===== src/core/oscsw_pkg.sv =====
// Package of register map, field layout, reset values and codes for the oscillator switch
package oscsw_pkg;
  // Byte addresses of the word-wide registers on the bus
  localparam logic [7:0]  ADR_OSC_CONTROL   = 8'h00;
  localparam logic [7:0]  ADR_CLOCK_DIVISOR = 8'h04;
  localparam logic [7:0]  ADR_PLL_FBD       = 8'h08;
  localparam logic [7:0]  ADR_TRIM          = 8'h0c;
  localparam logic [7:0]  ADR_AUX_CTRL      = 8'h10;
  localparam logic [7:0]  ADR_UNLOCK        = 8'h14;
  // Unlock keys, values arbitrary
  localparam logic [15:0] UNLOCK_KEY1       = 16'h5a5a;
  localparam logic [15:0] UNLOCK_KEY2       = 16'ha5a5;
  // Oscillator control field positions
  localparam int CUR_LSB = 12;
  localparam int REQ_LSB = 8;
  localparam int LOCK_BIT = 5;
  localparam int CF_BIT = 3;
  localparam int SECEN_BIT = 1;
  localparam int SWREQ_BIT = 0;
  // Clock divisor field positions
  localparam int ROI_BIT = 15;
  localparam int DOZE_LSB = 12;
  localparam int CORE_SLOWDOWN_ENABLE_BIT = 11;
  localparam int FAST_RC_POSTSCALER_LSB = 8;
  localparam int POST_LSB = 6;
  localparam int PRE_LSB = 0;
  // Auxiliary control field positions
  localparam int AUX_DIVIDER_SOURCE_SEL_BIT = 13;
  localparam int AOSC_LSB = 11;
  localparam int APST_LSB = 8;
  localparam int ASRC_BIT = 7;
  // Reset values
  localparam logic [15:0] CLOCK_DIVISOR_RST = 16'h3040;
  localparam logic [8:0]  PLL_FBD_RST       = 9'h030;
  localparam logic [9:0]  FBD_OFFSET        = 10'h002;
  // Source encodings
  localparam logic [2:0] SRC_FRC      = 3'h0;
  localparam logic [2:0] SRC_FRC_PLL  = 3'h1;
  localparam logic [2:0] SRC_PRI      = 3'h2;
  localparam logic [2:0] SRC_PRI_PLL  = 3'h3;
  localparam logic [2:0] SRC_SEC      = 3'h4;
  localparam logic [2:0] SRC_LOW_POWER_INTERNAL_OSC     = 3'h5;
  localparam logic [2:0] SRC_FRC_D16  = 3'h6;
  localparam logic [2:0] SRC_FRC_DN   = 3'h7;
  // Oscillator enable vector positions
  localparam int OSC_FRC = 0;
  localparam int OSC_PRI = 1;
  localparam int OSC_SEC = 2;
  localparam int OSC_LOW_POWER_INTERNAL_OSC = 3;
  localparam int OSC_PLL = 4;
  localparam logic [1:0] PRI_SUB_EXT = 2'h0;
  localparam logic [2:0] APST_DIV1 = 3'h7;
  localparam logic [2:0] APST_DIV256 = 3'h0;
  localparam logic [3:0] AUX_LOG2_256 = 4'h8;
  // New-clock cycles to wait before the switch
  localparam logic [3:0] SETTLE_CYCLES = 4'ha;
  typedef enum logic [3:0] {
    SW_IDLE  = 4'h1,
    SW_CHECK = 4'h2,
    SW_WAIT  = 4'h4,
    SW_COUNT = 4'h8
  } oscsw_state_t;
endpackage


===== src/core/oscsw_top.sv =====
// Oscillator control registers and hardware clock-switch sequencer behind classic Wishbone
// How it works
// - Current source read-only, requested source writable
// - Lock bit shows PLL locked status
// - Secondary enable bit turns secondary oscillator on
// - Switch request stays set until switch done
// - Control register writes need unlock sequence
// - Wake bit makes interrupts clear slow-core enable
// - Slow-down field gives power-of-two core ratios
// - Slow-core enable off forces ratio one
// - Fast RC postscaler selects eight doubling divisors
// - VCO divider codes two, four, eight
// - Trim field is signed frequency offset
// - Auxiliary mode selects external, crystal, off
// - Auxiliary divider one to 256
// - Auxiliary reference and divider source selects
// - Switching disabled holds request low, boot source
// - Equal sources abort switch, clear request
// - Valid switch clears lock and failure flags
// - Start new oscillator, await crystal and lock
// - Wait ten new clocks, then switch
// - Stop old source except kept oscillators
// - Feedback multiplier equals field plus two
`timescale 1ns/1ps
module oscsw_top (
  input  wire logic        CLK,
  input  wire logic        ARST_N,
  input  wire logic        CE,
  input  wire logic        WB_CYC_I,
  input  wire logic        WB_STB_I,
  input  wire logic        WB_WE_I,
  input  wire logic [7:0]  WB_ADR_I,
  input  wire logic [3:0]  WB_SEL_I,
  input  wire logic [31:0] WB_DAT_I,
  output logic      [31:0] WB_DAT_O,
  output logic             WB_ACK_O,
  input  wire logic        SWITCHING_ENABLE_CONFIG,
  input  wire logic [2:0]  POWER_ON_SOURCE_CONFIG,
  input  wire logic [1:0]  PRIMARY_SUBMODE_CONFIG,
  input  wire logic        WDT_OR_MONITOR_EN,
  input  wire logic        PLL_LOCKED,
  input  wire logic        CRYSTAL_STARTUP_DONE,
  input  wire logic        NEW_CLK_TICK,
  input  wire logic        CLOCK_FAIL_EVENT,
  input  wire logic        IRQ,
  output logic      [4:0]  OSC_ENABLE,
  output logic      [2:0]  CURRENT_SOURCE_SEL,
  output logic             SWITCH_NOW,
  output logic      [2:0]  CORE_RATIO_LOG2,
  output logic      [2:0]  FAST_RC_POSTSCALER,
  output logic      [1:0]  VCO_OUTPUT_DIVIDER,
  output logic      [4:0]  PHASE_DETECTOR_INPUT_DIVIDER,
  output logic      [9:0]  VCO_MULTIPLIER,
  output logic      [5:0]  FAST_OSC_TRIM,
  output logic      [1:0]  AUX_OSC_MODE,
  output logic      [3:0]  AUX_DIVIDE_LOG2,
  output logic             AUX_REFERENCE_SEL,
  output logic             AUX_DIVIDER_SOURCE_SEL
);

  typedef struct packed {
    logic                 ack;
    logic                 key1_seen;
    logic                 armed;
    logic                 boot_done;
    logic [2:0]           cur_src;
    logic [2:0]           req_src;
    logic                 sw_req;
    logic                 lock;
    logic                 clk_fail;
    logic                 sec_en;
    logic                 wake_full_speed_on_irq;
    logic [2:0]           doze;
    logic                 core_slowdown_enable;
    logic [2:0]           frc_post;
    logic [1:0]           vco_post;
    logic [4:0]           pre_div;
    logic [8:0]           fbd;
    logic [5:0]           trim;
    logic                 aux_src;
    logic [1:0]           aux_mode;
    logic [2:0]           aux_div;
    logic                 aux_ref;
    oscsw_pkg::oscsw_state_t fsm;
    logic [3:0]           tick_cnt;
    logic [4:0]           osc_en;
    logic [15:0]          rdata;
    logic                 sw_pulse;
    logic [2:0]           core_log2;
    logic [3:0]           aux_log2;
    logic [9:0]           vco_mult;
  } oscsw_regs_t;

  oscsw_regs_t st_r;
  oscsw_regs_t st_nxt;

  // Oscillators a source needs running
  function automatic logic [4:0] oscsw_need(input logic [2:0] src);
    logic [4:0] n;
    n = '0;
    case (src)
      oscsw_pkg::SRC_FRC_PLL: begin
        n[oscsw_pkg::OSC_FRC] = 1'b1;
        n[oscsw_pkg::OSC_PLL] = 1'b1;
      end
      oscsw_pkg::SRC_PRI:     n[oscsw_pkg::OSC_PRI] = 1'b1;
      oscsw_pkg::SRC_PRI_PLL: begin
        n[oscsw_pkg::OSC_PRI] = 1'b1;
        n[oscsw_pkg::OSC_PLL] = 1'b1;
      end
      oscsw_pkg::SRC_SEC:     n[oscsw_pkg::OSC_SEC] = 1'b1;
      oscsw_pkg::SRC_LOW_POWER_INTERNAL_OSC:    n[oscsw_pkg::OSC_LOW_POWER_INTERNAL_OSC] = 1'b1;
      default:                n[oscsw_pkg::OSC_FRC] = 1'b1;
    endcase
    return n;
  endfunction

  logic       bus_req;
  logic       bus_wr;
  logic       ctl_wr;
  logic [4:0] need_new;
  logic       xtal_needed;
  logic       new_ready;

  assign bus_req = WB_CYC_I && WB_STB_I && !st_r.ack;
  assign bus_wr = bus_req && WB_WE_I;
  assign ctl_wr = bus_wr && (WB_ADR_I == oscsw_pkg::ADR_OSC_CONTROL) && st_r.armed;
  assign need_new = oscsw_need(st_r.req_src);
  // Crystal start-up applies to a crystal primary or the secondary crystal
  assign xtal_needed = (need_new[oscsw_pkg::OSC_PRI] &&
                        (PRIMARY_SUBMODE_CONFIG != oscsw_pkg::PRI_SUB_EXT)) ||
                       need_new[oscsw_pkg::OSC_SEC];
  assign new_ready = (!xtal_needed || CRYSTAL_STARTUP_DONE) &&
                     (!need_new[oscsw_pkg::OSC_PLL] || PLL_LOCKED);

  // Next-state logic for registers, unlock tracking and switch sequencer
  always_comb begin
    st_nxt = st_r;
    st_nxt.sw_pulse = 1'b0;
    st_nxt.ack = bus_req;
    // Bus writes
    if (bus_wr) begin
      st_nxt.key1_seen = 1'b0;
      st_nxt.armed = 1'b0;
      case (WB_ADR_I)
        oscsw_pkg::ADR_UNLOCK: begin
          st_nxt.key1_seen = (WB_DAT_I[15:0] == oscsw_pkg::UNLOCK_KEY1);
          st_nxt.armed = st_r.key1_seen && (WB_DAT_I[15:0] == oscsw_pkg::UNLOCK_KEY2);
        end
        oscsw_pkg::ADR_OSC_CONTROL: begin
          if (ctl_wr && WB_SEL_I[1]) begin
            st_nxt.req_src = WB_DAT_I[oscsw_pkg::REQ_LSB +: 3];
          end
          if (ctl_wr && WB_SEL_I[0]) begin
            st_nxt.sec_en = WB_DAT_I[oscsw_pkg::SECEN_BIT];
            if (!WB_DAT_I[oscsw_pkg::CF_BIT]) begin
              st_nxt.clk_fail = 1'b0;
            end
            if (WB_DAT_I[oscsw_pkg::SWREQ_BIT] && !SWITCHING_ENABLE_CONFIG) begin
              st_nxt.sw_req = 1'b1;
            end
          end
        end
        oscsw_pkg::ADR_CLOCK_DIVISOR: begin
          if (WB_SEL_I[1]) begin
            st_nxt.wake_full_speed_on_irq = WB_DAT_I[oscsw_pkg::ROI_BIT];
            st_nxt.doze = WB_DAT_I[oscsw_pkg::DOZE_LSB +: 3];
            st_nxt.core_slowdown_enable = WB_DAT_I[oscsw_pkg::CORE_SLOWDOWN_ENABLE_BIT];
            st_nxt.frc_post = WB_DAT_I[oscsw_pkg::FAST_RC_POSTSCALER_LSB +: 3];
          end
          if (WB_SEL_I[0]) begin
            st_nxt.vco_post = WB_DAT_I[oscsw_pkg::POST_LSB +: 2];
            st_nxt.pre_div = WB_DAT_I[oscsw_pkg::PRE_LSB +: 5];
          end
        end
        oscsw_pkg::ADR_PLL_FBD: begin
          if (WB_SEL_I[1]) begin
            st_nxt.fbd[8] = WB_DAT_I[8];
          end
          if (WB_SEL_I[0]) begin
            st_nxt.fbd[7:0] = WB_DAT_I[7:0];
          end
        end
        oscsw_pkg::ADR_TRIM: begin
          if (WB_SEL_I[0]) begin
            st_nxt.trim = WB_DAT_I[5:0];
          end
        end
        oscsw_pkg::ADR_AUX_CTRL: begin
          if (WB_SEL_I[1]) begin
            st_nxt.aux_src = WB_DAT_I[oscsw_pkg::AUX_DIVIDER_SOURCE_SEL_BIT];
            st_nxt.aux_mode = WB_DAT_I[oscsw_pkg::AOSC_LSB +: 2];
            st_nxt.aux_div = WB_DAT_I[oscsw_pkg::APST_LSB +: 3];
          end
          if (WB_SEL_I[0]) begin
            st_nxt.aux_ref = WB_DAT_I[oscsw_pkg::ASRC_BIT];
          end
        end
        default: begin
        end
      endcase
    end
    // Interrupt returns the core to full speed
    if (st_r.wake_full_speed_on_irq && IRQ) begin
      st_nxt.core_slowdown_enable = 1'b0;
    end
    // Lock status follows the PLL while it runs
    st_nxt.lock = st_r.osc_en[oscsw_pkg::OSC_PLL] && PLL_LOCKED;
    // Boot source captured on the first enabled edge after reset
    if (!st_r.boot_done) begin
      st_nxt.boot_done = 1'b1;
      st_nxt.cur_src = POWER_ON_SOURCE_CONFIG;
      st_nxt.req_src = POWER_ON_SOURCE_CONFIG;
    end
    // Switch sequencer
    case (st_r.fsm)
      oscsw_pkg::SW_IDLE: begin
        if (st_r.sw_req && st_r.boot_done) begin
          st_nxt.fsm = oscsw_pkg::SW_CHECK;
        end
      end
      oscsw_pkg::SW_CHECK: begin
        if (st_r.req_src == st_r.cur_src) begin
          st_nxt.sw_req = 1'b0;
          st_nxt.fsm = oscsw_pkg::SW_IDLE;
        end else begin
          st_nxt.lock = 1'b0;
          st_nxt.clk_fail = 1'b0;
          st_nxt.fsm = oscsw_pkg::SW_WAIT;
        end
      end
      oscsw_pkg::SW_WAIT: begin
        st_nxt.tick_cnt = '0;
        if (new_ready) begin
          st_nxt.fsm = oscsw_pkg::SW_COUNT;
        end
      end
      oscsw_pkg::SW_COUNT: begin
        if (NEW_CLK_TICK) begin
          st_nxt.tick_cnt = st_r.tick_cnt + 4'h1;
          if (st_r.tick_cnt == oscsw_pkg::SETTLE_CYCLES - 4'h1) begin
            st_nxt.cur_src = st_r.req_src;
            st_nxt.sw_req = 1'b0;
            st_nxt.sw_pulse = 1'b1;
            st_nxt.fsm = oscsw_pkg::SW_IDLE;
          end
        end
      end
      default: st_nxt.fsm = oscsw_pkg::SW_IDLE;
    endcase
    // Hardware failure event wins over a clear in the same cycle
    if (CLOCK_FAIL_EVENT) begin
      st_nxt.clk_fail = 1'b1;
    end
    if (SWITCHING_ENABLE_CONFIG) begin
      st_nxt.sw_req = 1'b0;
    end
    // Running oscillators: current, new while switching, and kept ones
    st_nxt.osc_en = oscsw_need(st_nxt.cur_src);
    if (st_nxt.fsm != oscsw_pkg::SW_IDLE) begin
      st_nxt.osc_en = st_nxt.osc_en | oscsw_need(st_nxt.req_src);
    end
    st_nxt.osc_en[oscsw_pkg::OSC_SEC] = st_nxt.osc_en[oscsw_pkg::OSC_SEC] ||
                                        st_nxt.sec_en;
    st_nxt.osc_en[oscsw_pkg::OSC_LOW_POWER_INTERNAL_OSC] = st_nxt.osc_en[oscsw_pkg::OSC_LOW_POWER_INTERNAL_OSC] ||
                                         WDT_OR_MONITOR_EN;
    // Decoded divider outputs
    st_nxt.core_log2 = st_nxt.core_slowdown_enable ? st_nxt.doze : 3'h0;
    st_nxt.vco_mult = {1'b0, st_nxt.fbd} + oscsw_pkg::FBD_OFFSET;
    st_nxt.aux_log2 = (st_nxt.aux_div == oscsw_pkg::APST_DIV256) ? oscsw_pkg::AUX_LOG2_256 :
                      {1'b0, oscsw_pkg::APST_DIV1 - st_nxt.aux_div};
    // Read data, unmapped reads as zero
    st_nxt.rdata = '0;
    case (WB_ADR_I)
      oscsw_pkg::ADR_OSC_CONTROL: begin
        st_nxt.rdata[oscsw_pkg::CUR_LSB +: 3] = st_r.cur_src;
        st_nxt.rdata[oscsw_pkg::REQ_LSB +: 3] = st_r.req_src;
        st_nxt.rdata[oscsw_pkg::LOCK_BIT] = st_r.lock;
        st_nxt.rdata[oscsw_pkg::CF_BIT] = st_r.clk_fail;
        st_nxt.rdata[oscsw_pkg::SECEN_BIT] = st_r.sec_en;
        st_nxt.rdata[oscsw_pkg::SWREQ_BIT] = st_r.sw_req;
      end
      oscsw_pkg::ADR_CLOCK_DIVISOR: begin
        st_nxt.rdata = {st_r.wake_full_speed_on_irq, st_r.doze, st_r.core_slowdown_enable, st_r.frc_post, st_r.vco_post,
                        1'b0, st_r.pre_div};
      end
      oscsw_pkg::ADR_PLL_FBD:  st_nxt.rdata = {7'h00, st_r.fbd};
      oscsw_pkg::ADR_TRIM:     st_nxt.rdata = {10'h000, st_r.trim};
      oscsw_pkg::ADR_AUX_CTRL: begin
        st_nxt.rdata = {2'h0, st_r.aux_src, st_r.aux_mode, st_r.aux_div, st_r.aux_ref, 7'h00};
      end
      default: st_nxt.rdata = '0;
    endcase
    // Clock enable low freezes everything
    if (!CE) begin
      st_nxt = st_r;
    end
  end

  // State register
  always_ff @(posedge CLK or negedge ARST_N) begin
    if (!ARST_N) begin
      st_r <= '0;
      st_r.fsm <= oscsw_pkg::SW_IDLE;
      st_r.wake_full_speed_on_irq <= oscsw_pkg::CLOCK_DIVISOR_RST[oscsw_pkg::ROI_BIT];
      st_r.doze <= oscsw_pkg::CLOCK_DIVISOR_RST[oscsw_pkg::DOZE_LSB +: 3];
      st_r.vco_post <= oscsw_pkg::CLOCK_DIVISOR_RST[oscsw_pkg::POST_LSB +: 2];
      st_r.fbd <= oscsw_pkg::PLL_FBD_RST;
      st_r.vco_mult <= {1'b0, oscsw_pkg::PLL_FBD_RST} + oscsw_pkg::FBD_OFFSET;
      st_r.aux_log2 <= oscsw_pkg::AUX_LOG2_256;
      st_r.osc_en <= 5'h01;
    end else begin
      st_r <= st_nxt;
    end
  end

  // Outputs straight from the state register
  assign WB_ACK_O = st_r.ack;
  assign WB_DAT_O = {16'h0000, st_r.rdata};
  assign OSC_ENABLE = st_r.osc_en;
  assign CURRENT_SOURCE_SEL = st_r.cur_src;
  assign SWITCH_NOW = st_r.sw_pulse;
  assign CORE_RATIO_LOG2 = st_r.core_log2;
  assign FAST_RC_POSTSCALER = st_r.frc_post;
  assign VCO_OUTPUT_DIVIDER = st_r.vco_post;
  assign PHASE_DETECTOR_INPUT_DIVIDER = st_r.pre_div;
  assign VCO_MULTIPLIER = st_r.vco_mult;
  assign FAST_OSC_TRIM = st_r.trim;
  assign AUX_OSC_MODE = st_r.aux_mode;
  assign AUX_DIVIDE_LOG2 = st_r.aux_log2;
  assign AUX_REFERENCE_SEL = st_r.aux_ref;
  assign AUX_DIVIDER_SOURCE_SEL = st_r.aux_src;
endmodule // oscsw_top


===== config.mk =====
export PLATFORM = sky130hd
export DESIGN_NAME = oscsw_top
export DESIGN_NICKNAME = d
export VERILOG_FILES = /design/src/core/oscsw_pkg.sv /design/src/core/oscsw_top.sv
export SDC_FILE = /design/constraint.sdc
export NUM_CORES = 1
export LEC_CHECK = 0
export BUFFER_PORTS_ARGS = -buffer_cell sky130_fd_sc_hd__buf_4
export CAP_MARGIN = 20
export CORE_ASPECT_RATIO = 0.6
export CORE_MARGIN = 8
export CORE_UTILIZATION = 45
export CTS_CLUSTER_SIZE = 24
export DETAILED_ROUTE_END_ITERATION = 6
export PLACE_DENSITY = 0.69
export SLEW_MARGIN = 20
export SYNTH_ARGS = -nofsm -noshare
export SYNTH_HDL_FRONTEND = slang
export SYNTH_SLANG_ARGS = --single-unit

===== constraint.sdc =====
create_clock -name CLK -period 3.1 [get_ports CLK]
set_input_delay 0.93 -clock CLK [delete_from_list [all_inputs] [get_ports CLK]]
set_output_delay 0.93 -clock CLK [all_outputs]
set_load 0.1 [all_outputs]

==> metrics.txt <==
run status finished clean; maximum clock rate 0.355 GHz; RR Endpoint VCO_MULTIPLIER[5]$_DFFE_PN1P_; global placement routability congestion 0.903; Max Fanout on Critical Path 3; crit path launch WB_ADR_I[2]; Post-CTS Hold Buffers 0; Placed Instances 803; Vias/cell 5.67; Non-Filler Instances 819; CP startpoint kind primary input; setup TNS 0 ns; via count 4646; die span in y 104 µm; post-synthesis cell area 5760 µm²; cts bufs inserted 9; clk slew on worst S/H paths 0.07 ns; EDFF count, synth 0; multi-input logic area 2580 µm²; WP data required 3.37 ns; worst setup path class in -> reg; Worst Max-Slew Pin Slew 0.596 ns; die width 162 µm; worst-case vdd ir drop 0.251 mV; largest net degree at the start of global routing 43; starting density of the core 0.455; worst relative slew slack 0.599; R2R Setup Slk 0.74 ns; mean post-synth cell area 9.72 µm²; clock sink total 97; IO Count 141; DP HPWL 12300 µm; CTS root buffer clkbuf_16; final hold violations 0; wire per inst 19.8 µm; Inserted Diodes 0; gate count after technology mapping 592; CTS resizes 0; CTS tree built; first-pass GRT wire length 25700 µm; fill count 1165; Port Buf Inserts 106; Max Buffers Root-to-Sink 2; power density cells 519 nW/µm²; Residual DRC 0; WHS 0.478 ns; Clock Skew 0.00560 ns; Synth cell types 69; antenna violations before repair 0; final wirelength 16200 µm; nets 710; synth-to-layout area growth 15.4%; Final setup viols 0; Final Slew Violations 0; Lkg Pwr 3.05 nW; Clk Latency, worst-skew pair 0.35 ns; period utilization 0.908; worst reg2reg path startpoint WB_ACK_O$_DFFE_PN0P_; synth warn 0; Seq/Total Area, Yosys 0.424; drt pass-1 iters 5; Synth Flop Type dfrtp_1; GRT overflow 0; HP Class reg -> reg; Row Count 32; vias in the first global route 4676; ys async rst share 1.00; CP Capture Type register; area of the die 16800 µm²; Worst Path Arrival 3.09 ns; Post-CTS Setup Bufs 0; Max Cap Viol 0; Seq. cell area 2440 µm²; Total GRT Usage 0.190; Period minus WS final 2.82 ns; RSZ-0062 raised after global routing no; post-route ant nets 0; Reg2Reg Depth 10; core area 12700 µm²; DR iter-0 viols 468; register bit total from synthesis 97; # H-tree levels 3; layout cells sized above 1 0.339; crit path capture OSC_ENABLE[0]$_DFFE_PN1P_
flip-flops by register name (all words and copies together) (netlist names):
name                          flops
AUX_REFERENCE_SEL                 1
st_r                             35
CURRENT_SOURCE_SEL                3
FAST_OSC_TRIM                     6
AUX_DIVIDER_SOURCE_SEL            1
VCO_MULTIPLIER                    9
WB_ACK_O                          1
PHASE_DETECTOR_INPUT_DIVIDER      5
FAST_RC_POSTSCALER                3
OSC_ENABLE                        5
VCO_OUTPUT_DIVIDER                2
WB_DAT_O                         16
AUX_DIVIDE_LOG2                   4
AUX_OSC_MODE                      2
CORE_RATIO_LOG2                   3
SWITCH_NOW                        1
per-stage QoR:
step	worst slack [ns]	cell area (µm²)	utilization	power [mW]
after CTS	0.350	6640	0.525	3.46
after floorplan	0.00335	5810	-	2.08
final	0.284	6640	0.525	3.44
after global placement	-0.00924	6330	0.501	2.28
after global routing	0.265	6640	0.525	3.56
after detailed placement	-0.0260	6330	0.501	2.30
synth_stat cells, drive strengths merged (5+ instances only):
cell type  count  area share
dfrtp         86        0.37
buf           81        0.10
mux2          47       0.093
nor2          40       0.026
nand2         35       0.023
nand3         30       0.026
clkbuf        27       0.018
o21ai         27       0.023
inv           25       0.016
a21oi         21       0.018
nand4         15       0.016
dfstp         11       0.050
nor3          10       0.012
mux2i          9       0.016
a22o           8       0.012
a31oi          8      0.0098
and3           6      0.0065
nor2b          6      0.0065
a221oi         5      0.0076
nand2b         5      0.0054
layer usage:
layer,vias to the layer above,routed length (µm),track usage
met1,2278,7420,0.270
met2,222,7150,0.279
li1,2131,-,-
met3,15,1480,0.0530
met5,-,0,0
met4,0,141,0.0441
layout make-up:
type,instances,area share
clock buffers,12,0.0386
clock inverters,4,0.00772
inverters,26,0.0147
multi-input cells,376,0.388
flip-flops and latches,97,0.368
well taps,170,0.0320
repair buffers,134,0.151
how the worst min path moves through the flow:
stage | start | end | slack (ns) | depth (start not counted)
finish | VCO_MULTIPLIER[4]$_DFFE_PN1P_ | VCO_MULTIPLIER[4]$_DFFE_PN1P_ | 0.48 | 2
global route | VCO_MULTIPLIER[1]$_DFFE_PN1P_ | VCO_MULTIPLIER[1]$_DFFE_PN1P_ | 0.50 | 2
CTS | VCO_MULTIPLIER[4]$_DFFE_PN1P_ | VCO_MULTIPLIER[4]$_DFFE_PN1P_ | 0.48 | 2
detailed placement | VCO_MULTIPLIER[1]$_DFFE_PN1P_ | VCO_MULTIPLIER[1]$_DFFE_PN1P_ | 0.47 | 2
global placement | VCO_MULTIPLIER[4]$_DFFE_PN1P_ | VCO_MULTIPLIER[4]$_DFFE_PN1P_ | 0.47 | 2
floorplan | VCO_MULTIPLIER[1]$_DFFE_PN1P_ | VCO_MULTIPLIER[1]$_DFFE_PN1P_ | 0.45 | 2
power breakdown:
part	internal, mW	total (mW)	leakage, nW	switching, mW
sequential	1.33	1.42	1.25	0.0893
clock	0.671	1.16	0.149	0.493
combinational	0.240	0.862	1.64	0.622
worst max-delay path: stages:
cell and delay (ns):
buf_4 0.12, or4_4 0.55, buf_4 0.17, nor2_1 0.17, nand4_1 0.15, a31oi_2 0.30
ha_1 0.28, a221oi_1 0.34, nor2_1 0.07
layout by cell type (no fill, tap or decap), drive strengths merged, types with 4 or more instances in the layout:
cell type and instances:
clkbuf 12, a221oi 5, nand2 35, nor2 40, ha 4, nand2b 5
nor2b 6, dfrtp 86, o221ai 4, mux2i 9, mux2 47, a31oi 8
and3 6, dfstp 11, xor2 4, inv 25, a22o 8, a21oi 21
nand4 15, xnor2 4, buf 134, or3 4, nor3 10, and2 4
nand3 30, o2bb2ai 4, or4 4, conb 16, o21ai 27
kinds of logic after synthesis:
logic type                 count (synthesis)  synth area share
and+or+nand+nor                          182             0.170
buffers and inverters                    134             0.138
AOI/OAI and AO/OA                        107             0.126
DFF                                       97             0.424
muxes                                     59             0.120
xor gates and xnor gates                   8            0.0122
adders and majority gates                  4           0.00870
other                                      1          0.000652
No activity file was read; power rests on OpenSTA's default activity.
